**config.mk**
```make
export PLATFORM = sky130hd
export DESIGN_NAME = apm_event_mute
export DESIGN_NICKNAME = d
export VERILOG_FILES = /design/src/apm_pkg.sv /design/src/apm_event_mute.sv
export SDC_FILE = /design/constraint.sdc
export NUM_CORES = 1
export LEC_CHECK = 0
export BUFFER_PORTS_ARGS = -buffer_cell sky130_fd_sc_hd__clkbuf_2
export CORE_MARGIN = 2
export CORE_UTILIZATION = 43
export CTS_CLUSTER_DIAMETER = 200
export CTS_CLUSTER_SIZE = 10
export DETAILED_ROUTE_END_ITERATION = 7
export PLACE_DENSITY = 0.89
export REMOVE_ABC_BUFFERS = 1
export SLEW_MARGIN = 20
export SYNTH_ARGS = -nofsm -noshare
export SYNTH_HDL_FRONTEND = slang
export SYNTH_SLANG_ARGS = --single-unit
```
**constraint.sdc**
```tcl
create_clock -name clk -period 2.58 [get_ports clk]
set_input_delay 0.258 -clock clk [delete_from_list [all_inputs] [get_ports clk]]
set_output_delay 0.258 -clock clk [all_outputs]
set_load 0.02 [all_outputs]
```
**src/apm_pkg.sv**
```systemverilog
// Package: constants and carriers for the audio port event and mute logic
package apm_pkg;
    // Section indices; each section owns one status register and one port
    localparam int APM_N_SEC = 2;
    localparam int APM_SEC_TX = 0;
    localparam int APM_SEC_RX = 1;

    // Status and enable bit positions, same layout for both sections
    localparam int APM_FLAG_W = 7;
    localparam int APM_BIT_RUN = 0; // Underrun (tx) or overrun (rx)
    localparam int APM_BIT_SYNC = 1; // Unexpected frame sync
    localparam int APM_BIT_CLK = 2; // Bit clock failure
    localparam int APM_BIT_DMA = 3; // DMA bus error
    localparam int APM_BIT_LAST = 4; // Data ready for the last slot
    localparam int APM_BIT_DATA = 5; // Data ready
    localparam int APM_BIT_SOF = 6; // Start of frame
    localparam int APM_ERR_W = 4; // Error flags sit in bits 3:0

    // Coupling select value that ties receive to the transmit timing
    localparam logic APM_COUPLED = 1'b0;

    // Reset values
    localparam logic [6:0] APM_FLAG_RST = 7'h00;
    localparam logic APM_MUTE_RST = 1'b0;

    typedef logic [APM_FLAG_W-1:0] apm_flag_t;

    // Event pulses from one section's serializer and DMA logic
    typedef struct packed {
        logic data_ready; // Buffer needs service
        logic slot_last; // Qualifies data_ready as last-slot data
        logic run_err; // Underrun or overrun
        logic sync_err; // Unexpected frame sync
        logic clk_fail; // Bit clock failure
        logic dma_err; // DMA bus error
    } apm_ev_s;

    // Software write to a status register
    typedef struct packed {
        logic wr; // Write strobe
        apm_flag_t wr_data; // Ones clear the matching flags
    } apm_wr_s;

    // Frame sync sources of one section
    typedef struct packed {
        logic sync_gen; // Internal frame sync generator output
        logic sync_pin_i; // Level seen on the frame sync pin
        logic sync_dir_out; // Pin configured as output
    } apm_fs_in_s;

    // Mute configuration
    typedef struct packed {
        logic [7:0] err_en; // 3:0 transmit errors, 7:4 receive errors
        logic ext_en; // Honour the external mute input
        logic ext_pol; // Active level of the external mute input
        logic level; // Active level of the mute output
    } apm_mute_cfg_s;

    // Complete state of the block
    typedef struct packed {
        logic [APM_N_SEC-1:0][APM_FLAG_W-1:0] flags;
        logic [APM_N_SEC-1:0] pend; // Request outstanding per port
        logic [APM_N_SEC-1:0] irq; // Request pulse per port
        logic [APM_N_SEC-1:0] sync_prev; // Last effective frame sync
        logic tx_fs_o;
        logic tx_fs_oe;
        logic rx_fs_o;
        logic rx_fs_oe;
        logic mute;
    } apm_state_s;
endpackage

```
**src/apm_event_mute.sv**
```systemverilog
// Module: status flags, interrupt ports, section coupling and mute output
`timescale 1ns/1ps
module apm_event_mute
    import apm_pkg::*;
(
    input wire logic clk, // 125 MHz clock
    input wire logic sys_rst, // Synchronous reset, active high
    input wire logic section_coupling_select, // 0 coupled, 1 independent
    input wire apm_pkg::apm_ev_s tx_events, // Transmit event pulses
    input wire apm_pkg::apm_ev_s rx_events, // Receive event pulses
    input wire apm_pkg::apm_flag_t tx_irq_control, // Transmit enables
    input wire apm_pkg::apm_flag_t rx_irq_control, // Receive enables
    input wire apm_pkg::apm_wr_s tx_status_wr, // Transmit status write
    input wire apm_pkg::apm_wr_s rx_status_wr, // Receive status write
    input wire apm_pkg::apm_fs_in_s tx_fs, // Transmit sync sources
    input wire apm_pkg::apm_fs_in_s rx_fs, // Receive sync sources
    input wire apm_pkg::apm_mute_cfg_s mute_cfg, // Mute configuration
    input wire logic external_mute_input, // Mute request from outside
    output logic [6:0] tx_status_reg, // Transmit status flags
    output logic [6:0] rx_status_reg, // Receive status flags
    output logic tx_irq_port, // Transmit request pulse
    output logic rx_irq_port, // Receive request pulse
    output logic tx_frame_sync_pin_o, // Transmit sync pin value
    output logic tx_frame_sync_pin_oe, // Transmit sync pin drive
    output logic rx_frame_sync_pin_o, // Receive sync pin value
    output logic rx_frame_sync_pin_oe, // Receive sync pin drive
    output logic mute_output // Mute pin level
);
    import apm_pkg::*;

    apm_state_s s_q;
    apm_state_s s_d;
    apm_ev_s ev_v [APM_N_SEC];
    apm_wr_s wr_v [APM_N_SEC];
    apm_flag_t en_v [APM_N_SEC];
    apm_flag_t set_v [APM_N_SEC];
    logic [APM_N_SEC-1:0] sync_v;
    logic [APM_N_SEC-1:0] sof_v;
    logic [APM_N_SEC-1:0] act_v;
    logic coupled;
    logic tx_sync_eff;
    logic rx_sync_own;
    logic ext_act;
    logic mute_act;
    logic [7:0] err_now;

    // Section views so that both ports share one piece of logic
    assign ev_v[APM_SEC_TX] = tx_events;
    assign ev_v[APM_SEC_RX] = rx_events;
    assign wr_v[APM_SEC_TX] = tx_status_wr;
    assign wr_v[APM_SEC_RX] = rx_status_wr;
    assign en_v[APM_SEC_TX] = tx_irq_control;
    assign en_v[APM_SEC_RX] = rx_irq_control;

    // Effective frame syncs; the pin is read back when it is an input
    assign coupled = (section_coupling_select == APM_COUPLED);
    assign tx_sync_eff = tx_fs.sync_dir_out ? tx_fs.sync_gen : tx_fs.sync_pin_i;
    assign rx_sync_own = rx_fs.sync_dir_out ? rx_fs.sync_gen : rx_fs.sync_pin_i;

    // Next state: flags, request ports, sync pins and mute
    always_comb begin
        s_d = s_q;
        sync_v[APM_SEC_TX] = tx_sync_eff;
        if (coupled) begin
            sync_v[APM_SEC_RX] = tx_sync_eff;
        end else begin
            sync_v[APM_SEC_RX] = rx_sync_own;
        end
        for (int i = 0; i < APM_N_SEC; i++) begin
            // Frames start on an edge, not on a level of the sync
            sof_v[i] = sync_v[i] & ~s_q.sync_prev[i];
            s_d.sync_prev[i] = sync_v[i];
            set_v[i] = APM_FLAG_RST;
            set_v[i][APM_BIT_RUN] = ev_v[i].run_err;
            set_v[i][APM_BIT_SYNC] = ev_v[i].sync_err;
            set_v[i][APM_BIT_CLK] = ev_v[i].clk_fail;
            set_v[i][APM_BIT_DMA] = ev_v[i].dma_err;
            set_v[i][APM_BIT_DATA] = ev_v[i].data_ready;
            set_v[i][APM_BIT_LAST] = ev_v[i].data_ready
                & ev_v[i].slot_last;
            set_v[i][APM_BIT_SOF] = sof_v[i];
            // Clear by one, then set, so an event in the clear cycle stays
            if (wr_v[i].wr) begin
                s_d.flags[i] = s_q.flags[i] & ~wr_v[i].wr_data;
            end
            s_d.flags[i] = s_d.flags[i] | set_v[i];
            act_v[i] = |(s_d.flags[i] & en_v[i]);
            // One pulse per service; a write re-arms the port
            s_d.irq[i] = act_v[i]
                & (~s_q.pend[i] | wr_v[i].wr);
            s_d.pend[i] = s_d.irq[i] | (s_q.pend[i] & ~wr_v[i].wr);
        end
        // Transmit sync pin carries the shared sync when it is an output
        s_d.tx_fs_o = tx_fs.sync_gen;
        s_d.tx_fs_oe = tx_fs.sync_dir_out;
        // Receive generator is held off in coupled mode
        s_d.rx_fs_o = coupled ? 1'b0 : rx_fs.sync_gen;
        s_d.rx_fs_oe = ~coupled & rx_fs.sync_dir_out;
        // Mute follows the sticky flags, so it holds until they are cleared
        err_now = {s_d.flags[APM_SEC_RX][APM_ERR_W-1:0],
            s_d.flags[APM_SEC_TX][APM_ERR_W-1:0]};
        ext_act = mute_cfg.ext_en
            & (external_mute_input == mute_cfg.ext_pol);
        mute_act = (|(err_now & mute_cfg.err_en)) | ext_act;
        s_d.mute = mute_act ? mute_cfg.level : ~mute_cfg.level;
    end

    // State register
    always_ff @(posedge clk) begin
        if (sys_rst) begin
            s_q.flags <= {APM_N_SEC{APM_FLAG_RST}};
            s_q.pend <= '0;
            s_q.irq <= '0;
            s_q.sync_prev <= '0;
            s_q.tx_fs_o <= 1'b0;
            s_q.tx_fs_oe <= 1'b0;
            s_q.rx_fs_o <= 1'b0;
            s_q.rx_fs_oe <= 1'b0;
            s_q.mute <= APM_MUTE_RST;
        end else begin
            s_q <= s_d;
        end
    end

    // Outputs straight from the state register
    assign tx_status_reg = s_q.flags[APM_SEC_TX];
    assign rx_status_reg = s_q.flags[APM_SEC_RX];
    assign tx_irq_port = s_q.irq[APM_SEC_TX];
    assign rx_irq_port = s_q.irq[APM_SEC_RX];
    assign tx_frame_sync_pin_o = s_q.tx_fs_o;
    assign tx_frame_sync_pin_oe = s_q.tx_fs_oe;
    assign rx_frame_sync_pin_o = s_q.rx_fs_o;
    assign rx_frame_sync_pin_oe = s_q.rx_fs_oe;
    assign mute_output = s_q.mute;
endmodule

```
== After elaboration in Yosys (flattened, before gate mapping) ==
Cells that the tools add are included.

* Output and inout bits: 21
* Word-level logic and storage cells: 53
* Register bits: 25

* Bitwise operators: 32
* Mux-type cells: 6
* Equal/unequal tests: 1
* Reduce and logical (&&, ||, !) cells: 4

{| class="wikitable"
|+ Operator list
! cell !! number
|-
| bitwise AND 7 bit || 4
|-
| 2-to-1 mux 7 bit || 2
|-
| inverter 7 bit || 2
|-
| OR 7 bit || 2
|-
| OR reduction 7 bit || 2
|-
| bitwise AND 1 bit || 10
|-
| bitwise AND 8 bit || 1
|-
| inverter 1 bit || 8
|-
| OR reduction 8 bit || 1
|-
| OR 1 bit || 5
|-
| 2-to-1 mux 1 bit || 4
|-
| OR reduction 2 bit || 1
|-
| equality test 1 bit || 1
|}

== Depth between registers and ports, before layout ==
Gate-level depths: netlist (run 1).

* Word-level depth: 8
* Mapped depth: 5
* Gate-level depth less buffers: 5

== Worst setup path after synthesis (run 1) ==
OpenSTA, ideal clock, no wires.

* Path type: register to register
* Start point: register s_q (netlist bit tx_status_reg[3])
* End point: register s_q (netlist bit mute_output)
* Cell stages (with the launch flop): 6
* Path buffers: 0
* Clock period less this slack: 1304 ps
* Library setup time: 123 ps
* Required time: 2457 ps
* Arrival: 1181 ps
* Path slack: 1276 ps
* Path through: dfxtp_1 a21boi_1 o21ai_0 o221ai_1 nor3_2 mux2_1

* Word-level cells in the longest chain between the ends: 7

{| class="wikitable"
|+ Ends and longest elaborated chain
! item !! line !! source
|-
| from (decl) || apm_event_mute.sv:31 || <nowiki>apm_state_s s_q;</nowiki>
|-
| bitwise AND 7 bit || apm_event_mute.sv:84 || <nowiki>s_d.flags[i] = s_q.flags[i] & ~wr_v[i].wr_data;</nowiki>
|-
| 2-to-1 mux 7 bit * || apm_event_mute.sv:83 || <nowiki>if (wr_v[i].wr) begin</nowiki>
|-
| OR 7 bit * || apm_event_mute.sv:86 || <nowiki>s_d.flags[i] = s_d.flags[i] | set_v[i];</nowiki>
|-
| bitwise AND 8 bit * || apm_event_mute.sv:104 || <nowiki>mute_act = (|(err_now & mute_cfg.err_en)) | ext_act;</nowiki>
|-
| OR reduction 8 bit * || apm_event_mute.sv:104 ||
|-
| OR 1 bit * || apm_event_mute.sv:104 ||
|-
| 2-to-1 mux 1 bit * || apm_event_mute.sv:105 || <nowiki>s_d.mute = mute_act ? mute_cfg.level : ~mute_cfg.level;</nowiki>
|}

Mark *: on every way between the ends. The rest lies on a longest branch, timed or not.
A chain may end at the register's enable or synchronous reset.

== Worst setup path after layout (run 1) ==
* Start point: register s_q (netlist bit tx_status_reg[2])
* End point: register s_q (netlist bit mute_output)

The elaborated chain is that of the path after synthesis.

==> qor.txt, run 1 <==
==========================================================================================
Post-synthesis cell type with the largest combined area                       sky130_fd_sc_hd__dfxtp_1
Arrival @ worst endpoint                                                           1.63 ns
Gate count after technology mapping                                                    132
Post-route fraction of the period consumed by the critical path                      55.3%
Cell type of the slowest stage on the worst timing path                       sky130_fd_sc_hd__dfxtp_1
Max-cap viol count                                                                       0
Number of distinct library cells after synthesis                                        34
Part of the total power dissipated in sequential elements                            54.6%
Number of antenna violations at the first check in global routing                        0
Wire length of the first global-routing pass                                       4620 um
Die height                                                                         56.0 um
Number of nets at the end of the flow                                                  266
Number of standard cells in the layout, taps in and fillers out                        232
Area share of the largest cell type after synthesis                                  43.0%
Mean post-synth cell area                                                       8.82 sq um
Worst hold path type                                                          input pin to register
Combinational group share of total power                                             24.2%
Pin count of the biggest net entering global routing                                    18
Clock buffer count from CTS                                                              3
Share of layout cells above drive strength 1                                         44.6%
Netlist area before placement                                                   1160 sq um
Clock tree from TritonCTS                                                             done
Die Area                                                                        3140 sq um
Switching power                                                                 0.000219 W
Commonest non-fill, non-tap cell in the layout                                sky130_fd_sc_hd__clkbuf_2
P&R area growth vs syn                                                               31.1%
Relative slew slack                                                                  77.4%
Final number of setup-violating endpoints                                                0
DRC violations left                                                                      0
Clock edge transition at the registers on the reported setup and hold paths        0.13 ns
Overflow left after global routing                                                       0
Core occupancy in the finished layout                                                60.6%
IO Pins                                                                                 84
Final HPWL from detailed placement                                                 2370 um
Count of buffers inserted at the top-level ports                                        83
Routed length per placed instance                                                  11.9 um
Final Routed Wirelength                                                            2770 um
Standard cell core area                                                         2520 sq um
Post-synthesis sequential area ratio                                                 43.0%
Clk Tree Root Cell                                                            sky130_fd_sc_hd__clkbuf_4
Top cells by area, synth                                                      sky130_fd_sc_hd__dfxtp_1 (43%), sky130_fd_sc_hd__buf_4 (9.0%), sky130_fd_sc_hd__nor2_1 (4.5%)
Overall track demand over capacity in global routing                                 18.5%
Via count of the first global-routing pass                                            1130
Top cell family by delay on the critical path                                 compound AO/OA/AOI/OAI gates
List of cells traversed by the critical path                                  a21boi_1 > o21ai_0 > o2111ai_1 > nor3_2 > mux2_1
WP buf/inv                                                                               0
Detailed-route via count                                                              1124
Overall die width                                                                  56.0 um
Top fanout value on the critical path                                                    3
Count of state elements after synthesis                                                 25
# rows                                                                                  18
FFs w/ async S/R, synth                                                                 0%
Clk_lat worst skew                                                                 0.30 ns
Initial Utilization                                                                  46.2%
Number of synthesis warnings                                                             0
WS Path Type                                                                  register to register
Final clock skew                                                                0.00634 ns
Worst Path Required                                                                2.78 ns
Leak                                                                              0.813 nW
Most used flip-flop cell after synthesis                                      sky130_fd_sc_hd__dfxtp_1
Post-CTS sizing                                                                          0
Min Tclk post-route                                                                1.43 ns
Final Max Tran Viols                                                                     0
Net switching fraction of the power                                                  28.0%
Post-synth EDFFs                                                                         0
Internal power consumption                                                      0.000564 W
Unrepaired setup endpoints after global routing                                         no
Count of H-tree levels built during CTS                                                  1
Placer's final routability congestion estimate                                       0.862
Maximum clock rate                                                                 701 MHz
Antenna Diode Count                                                                      0
Maximum clock insertion buffer count                                                     2
First-pass iteration count of the detailed router                                        4
Run status                                                                       completed
Commonest non-fill, non-tap cells in the layout                               sky130_fd_sc_hd__clkbuf_2 (83), sky130_fd_sc_hd__dfxtp_1 (25), sky130_fd_sc_hd__nor2_1 (14), sky130_fd_sc_hd__nand2_1 (12)
Largest voltage drop on the vdd net                                               0.354 mV
Layout filler cell count                                                               251
Number of clock sinks seen by CTS                                                       25
Cell Pwr Density                                                               513 nW/um^2
Largest stage delay on the critical path                                           0.35 ns
Relative contribution of the clock network to total power                            21.2%
Critical path capture point type                                                  register
Kind of start point of the critical path                                          register
Inst Count DP                                                                          228
Number of hold-repair buffers added at the cts stage                                     0
Antenna violation net count after detailed routing                                       0
Final setup TNS                                                                       0 ns
Slew at the pin closest to its max-slew limit                                     0.339 ns
Post-detailed-route via-to-cell ratio                                                 4.84
Post-CTS repair timing setup buffer count                                                0
Count of final hold-check violations                                                     0
Iter 0 DRT Violations                                                                   11
==========================================================================================
==> final cells by class <==
class / instances / area, sq um / share of cell area [%]
clock buffer: 4 / 26.3 / 1.72
tap: 30 / 37.5 / 2.46
sequential: 25 / 500 / 32.8
multi-input combinational: 83 / 522 / 34.2
timing repair buffer: 83 / 415 / 27.2
inverter: 7 / 26.3 / 1.72
==> synthesized netlist by cell type, types with 2 or more instances <==
library cell / instances
sky130_fd_sc_hd__a21boi_1: 3
sky130_fd_sc_hd__clkbuf_1: 3
sky130_fd_sc_hd__inv_1: 7
sky130_fd_sc_hd__and3_1: 2
sky130_fd_sc_hd__buf_4: 14
sky130_fd_sc_hd__a22o_1: 3
sky130_fd_sc_hd__mux2i_1: 3
sky130_fd_sc_hd__nand2_1: 12
sky130_fd_sc_hd__a21o_1: 2
sky130_fd_sc_hd__o21ai_0: 7
sky130_fd_sc_hd__and2_1: 7
sky130_fd_sc_hd__a21oi_2: 2
sky130_fd_sc_hd__nor2b_1: 4
sky130_fd_sc_hd__o21ai_1: 3
sky130_fd_sc_hd__nand2b_1: 2
sky130_fd_sc_hd__nor2_1: 14
sky130_fd_sc_hd__a21oi_1: 3
sky130_fd_sc_hd__dfxtp_1: 25
==> power groups by stage <==
stage	Sequential [W]	Clock [W]	Combinational [W]
6_report	0.000428	0.000166	0.000190
4_1_cts	0.000428	0.000176	0.000193
2_1_floorplan	0.000465	0	0.0000700
3_5_place_dp	0.000436	0	0.000192
3_3_place_gp	0.000436	0	0.000188
5_1_grt	0.000431	0.000195	0.000210
==> worst register-to-register path, stage by stage, from the launching register on <==
cell,delay [ns]
sky130_fd_sc_hd__dfxtp_1,0.35
sky130_fd_sc_hd__a21boi_1,0.15
sky130_fd_sc_hd__o21ai_0,0.19
sky130_fd_sc_hd__o2111ai_1,0.15
sky130_fd_sc_hd__nor3_2,0.18
sky130_fd_sc_hd__mux2_1,0.32
==> worst paths after layout <==
| check | from | to | slack, ns | depth (start not counted) |
|---|---|---|---|---|
| hold / removal | tx_fs[2] | tx_frame_sync_pin_o | 0.18 | 2 |
| setup reg to reg | tx_status_reg[2] | mute_output | 1.15 | 5 |
| setup / recovery | tx_status_reg[2] | mute_output | 1.15 | 5 |
| hold reg to reg | s_q[9] | s_q[9] | 0.50 | 2 |
==> per-stage QoR <==
step	hold slack (ns)	setup slack [ns]	instance area, sq um	total power (W)
after floorplan	0.327	1.18	1050	0.000535
final	0.176	1.15	1530	0.000784
after global routing	0.169	1.05	1530	0.000836
after global placement	0.481	1.04	1500	0.000624
after CTS	0.169	1.12	1530	0.000796
after detailed placement	0.488	1.02	1500	0.000628
==> logic make-up (layout without fill, tap and decap cells) <==
logic type	Yosys count	in the layout	synth area share, %
AO/OA/AOI/OAI	33	33	21.5
AND/OR/NAND/NOR	45	45	19.0
XOR/XNOR	1	1	0.752
flip-flops	25	25	43.0
buffers and inverters	24	94	12.2
multiplexers	4	4	3.54
==> per-layer routing <==
metal | share of wire, % | vias to the layer above | global-route usage, %
li1 | - | 577 | -
met5 | 0 | - | 0
met2 | 49 | 54 | 31.8
met3 | 9.7 | 2 | 6.28
met4 | 0.90 | 0 | 7.14
met1 | 40 | 491 | 20.9
Note: power is estimated with default switching activity, not from simulation.
==> inputs of run 2 (changes only) <==
--- a/config.mk
+++ b/config.mk
@@ -7,11 +7,11 @@
 export LEC_CHECK = 0
 export BUFFER_PORTS_ARGS = -buffer_cell sky130_fd_sc_hd__clkbuf_2
 export CORE_MARGIN = 2
-export CORE_UTILIZATION = 43
+export CORE_UTILIZATION = 40
 export CTS_CLUSTER_DIAMETER = 200
 export CTS_CLUSTER_SIZE = 10
 export DETAILED_ROUTE_END_ITERATION = 7
-export PLACE_DENSITY = 0.89
+export PLACE_DENSITY = 0.84
 export REMOVE_ABC_BUFFERS = 1
 export SLEW_MARGIN = 20
 export SYNTH_ARGS = -nofsm -noshare
==> constraint.sdc (replaced) <==
create_clock -name clk -period 1.35 [get_ports clk]
set_input_delay 0.135 -clock clk [delete_from_list [all_inputs] [get_ports clk]]
set_output_delay 0.135 -clock clk [all_outputs]
set_load 0.02 [all_outputs]
==> run 2 against run 1 <==
Net effect: the run now ends with setup timing left; via count rose by 2.3%; worst setup slack worse by 1.2 ns; global-route usage is 0.95 points lower; sequential share of layout area shrank 1.8 points; count of clock-buffer cells in the layout shrank 1; sequential cell count is the same; maximum frequency up 4.6%; combinational power is 110% higher; register-to-register slack lost 1.2 ns; critical path depth shrank 1; clock skew rose by 0.0017 ns; critical endpoint unchanged; highest routed layer unchanged; cell count increased by 3.9%.
==> qor.txt, run 2 (same netlist as run 1, synthesis figures left out) <==
==========================================================================================
IO Pins                                                                                 84   unchanged
Depth of the worst register-to-register path                                             4   was 5
Critical path capture point type                                                  register   unchanged
# rows                                                                                  19   was 18
Initial Utilization                                                                  42.2%   was 46.2%
Pin count of the biggest net entering global routing                                    16   was 18
Failing checks                                                                setup timing
Kind of start point of the critical path                                          register   unchanged
Die Area                                                                        3360 sq um   was 3140 sq um
Final Routed Wirelength                                                            2860 um   was 2770 um
PnR worst setup slack                                                           -0.0137 ns   was 1.15 ns
Overall die width                                                                  58.0 um   was 56.0 um
Worst hold path type                                                          input pin to register   unchanged
Worst hold margin                                                                0.0443 ns   was 0.176 ns
Run status                                                                    finished with violations   was completed
Post-route fraction of the period consumed by the critical path                       101%   was 55.3%
Max-cap viol count                                                                       0   unchanged
Count of buffers inserted at the top-level ports                                        83   unchanged
Iter 0 DRT Violations                                                                   11   unchanged
Share of layout cells above drive strength 1                                         52.4%   was 44.6%
Maximum clock rate                                                                 733 MHz   was 701 MHz
Maximum clock insertion buffer count                                                     2   unchanged
Relative slew slack                                                                  79.5%   was 77.4%
Number of clock sinks seen by CTS                                                       25   unchanged
Final HPWL from detailed placement                                                 2410 um   was 2370 um
Wire length of the first global-routing pass                                       4540 um   was 4620 um
Cell Pwr Density                                                               950 nW/um^2   was 513 nW/um^2
Commonest non-fill, non-tap cell in the layout                                sky130_fd_sc_hd__clkbuf_2   unchanged
Antenna violation net count after detailed routing                                       0   unchanged
Worst Hold Path Cells                                                                    3   was 2
Clock tree from TritonCTS                                                             done   unchanged
Clk Tree Root Cell                                                            sky130_fd_sc_hd__clkbuf_4   unchanged
Antenna Diode Count                                                                      0   unchanged
Placer's final routability congestion estimate                                       0.857   was 0.862
Via count of the first global-routing pass                                            1101   was 1130
Min Tclk post-route                                                                1.36 ns   was 1.43 ns
Number of nets at the end of the flow                                                  274   was 266
Overflow left after global routing                                                       0   unchanged
Worst Path Required                                                                1.57 ns   was 2.78 ns
Final clock skew                                                                0.00802 ns   was 0.00634 ns
Leak                                                                              0.863 nW   was 0.813 nW
Number of antenna violations at the first check in global routing                        0   unchanged
Largest voltage drop on the vdd net                                               0.771 mV   was 0.354 mV
Arrival @ worst endpoint                                                           1.58 ns   was 1.63 ns
Final number of setup-violating endpoints                                                1   was 0
Top fanout value on the critical path                                                    3   unchanged
Clk_lat worst skew                                                                 0.31 ns   was 0.30 ns
P&R area growth vs syn                                                               40.3%   was 31.1%
WS Path Type                                                                  register to register   unchanged
Count of final hold-check violations                                                     0   unchanged
Core occupancy in the finished layout                                                59.3%   was 60.6%
Detailed-route via count                                                              1150   was 1124
DRC violations left                                                                      0   unchanged
Post-detailed-route via-to-cell ratio                                                 4.77   was 4.84
Slew at the pin closest to its max-slew limit                                     0.307 ns   was 0.339 ns
Final Max Tran Viols                                                                     0   unchanged
Routed length per placed instance                                                  11.8 um   was 11.9 um
First-pass iteration count of the detailed router                                        4   unchanged
Unrepaired setup endpoints after global routing                                        yes   was no
Overall track demand over capacity in global routing                                 17.5%   was 18.5%
Die height                                                                         58.0 um   was 56.0 um
Clock edge transition at the registers on the reported setup and hold paths        0.14 ns   was 0.13 ns
Commonest non-fill, non-tap cells in the layout                               sky130_fd_sc_hd__clkbuf_2 (83), sky130_fd_sc_hd__dfxtp_1 (21), sky130_fd_sc_hd__nor2_1 (14), sky130_fd_sc_hd__nand2_1 (12), sky130_fd_sc_hd__buf_4 (8)   was sky130_fd_sc_hd__clkbuf_2 (83), sky130_fd_sc_hd__dfxtp_1 (25), sky130_fd_sc_hd__nor2_1 (14), sky130_fd_sc_hd__nand2_1 (12)
Count of H-tree levels built during CTS                                                  1   unchanged
Clock buffer count from CTS                                                              3   unchanged
Standard cell core area                                                         2760 sq um   was 2520 sq um
Worst setup slack before clock tree synthesis                                    -0.134 ns   was 1.02 ns
==========================================================================================
[run 2: stage by stage]
| stage | setup TNS, ns | cells | power (W) | instance area [sq um] |
|---|---|---|---|---|
| CTS | -0.0386 | 240 | 0.00155 | 1590 |
| global placement | -0.134 | 236 | 0.00121 | 1560 |
| finish | -0.0137 | 241 | 0.00155 | 1630 |
| floorplan | -0.0513 | 115 | 0.00102 | 1050 |
| detailed placement | -0.203 | 236 | 0.00122 | 1560 |
| global route | -0.203 | 241 | 0.00164 | 1630 |
[run 2: path summary, 6_finish.rpt]
kind	from	end	slack, ns
max	tx_status_reg[1]	mute_output	-0.01
min reg2reg	s_q[9]	s_q[9]	0.50
max reg2reg	tx_status_reg[1]	mute_output	-0.01
min	rx_events[2]	rx_status_reg[1]	0.04
[run 2: critical path, stage by stage (launching register included)]
cell	delay (ns)
sky130_fd_sc_hd__dfxtp_1	0.34
sky130_fd_sc_hd__a21o_1	0.18
sky130_fd_sc_hd__a22o_1	0.24
sky130_fd_sc_hd__nor3_2	0.20
sky130_fd_sc_hd__mux2_4	0.32
[run 2: report_power, final]
group / switching [W] / internal, W / leakage [nW] / total, W
sequential: 0.0000233 / 0.000796 / 0.210 / 0.000819
clock: 0.000217 / 0.000113 / 0.0139 / 0.000330
combinational: 0.000207 / 0.000197 / 0.639 / 0.000404
[run 2: layout make-up]
cell class	instances	area (sq um)
tap	31	38.8
fill	280	1120
inverter	7	26.3
sequential	25	505
clock buffer	3	22.5
multi-input combinational	83	558
timing repair buffer	91	475
clock inverter	1	7.51
[run 2: timing repair]
action	4_1_cts	5_1_grt
setup endpoints to repair	2	5
pin swaps	3	8
hold buffers	0	0
gates resized for setup	2	17
setup buffers	0	1
[run 2: layer usage]
layer  global-route usage, %  part of all wire (%)  routed length [um]  vias up
met5                       0                     0                   0        -
met4                    8.31                   1.7                  49        0
met3                    2.01                   5.0                 142        4
met2                    32.3                    52                1490       40
met1                    20.0                    41                1180      512
li1                        -                     -                   -      594
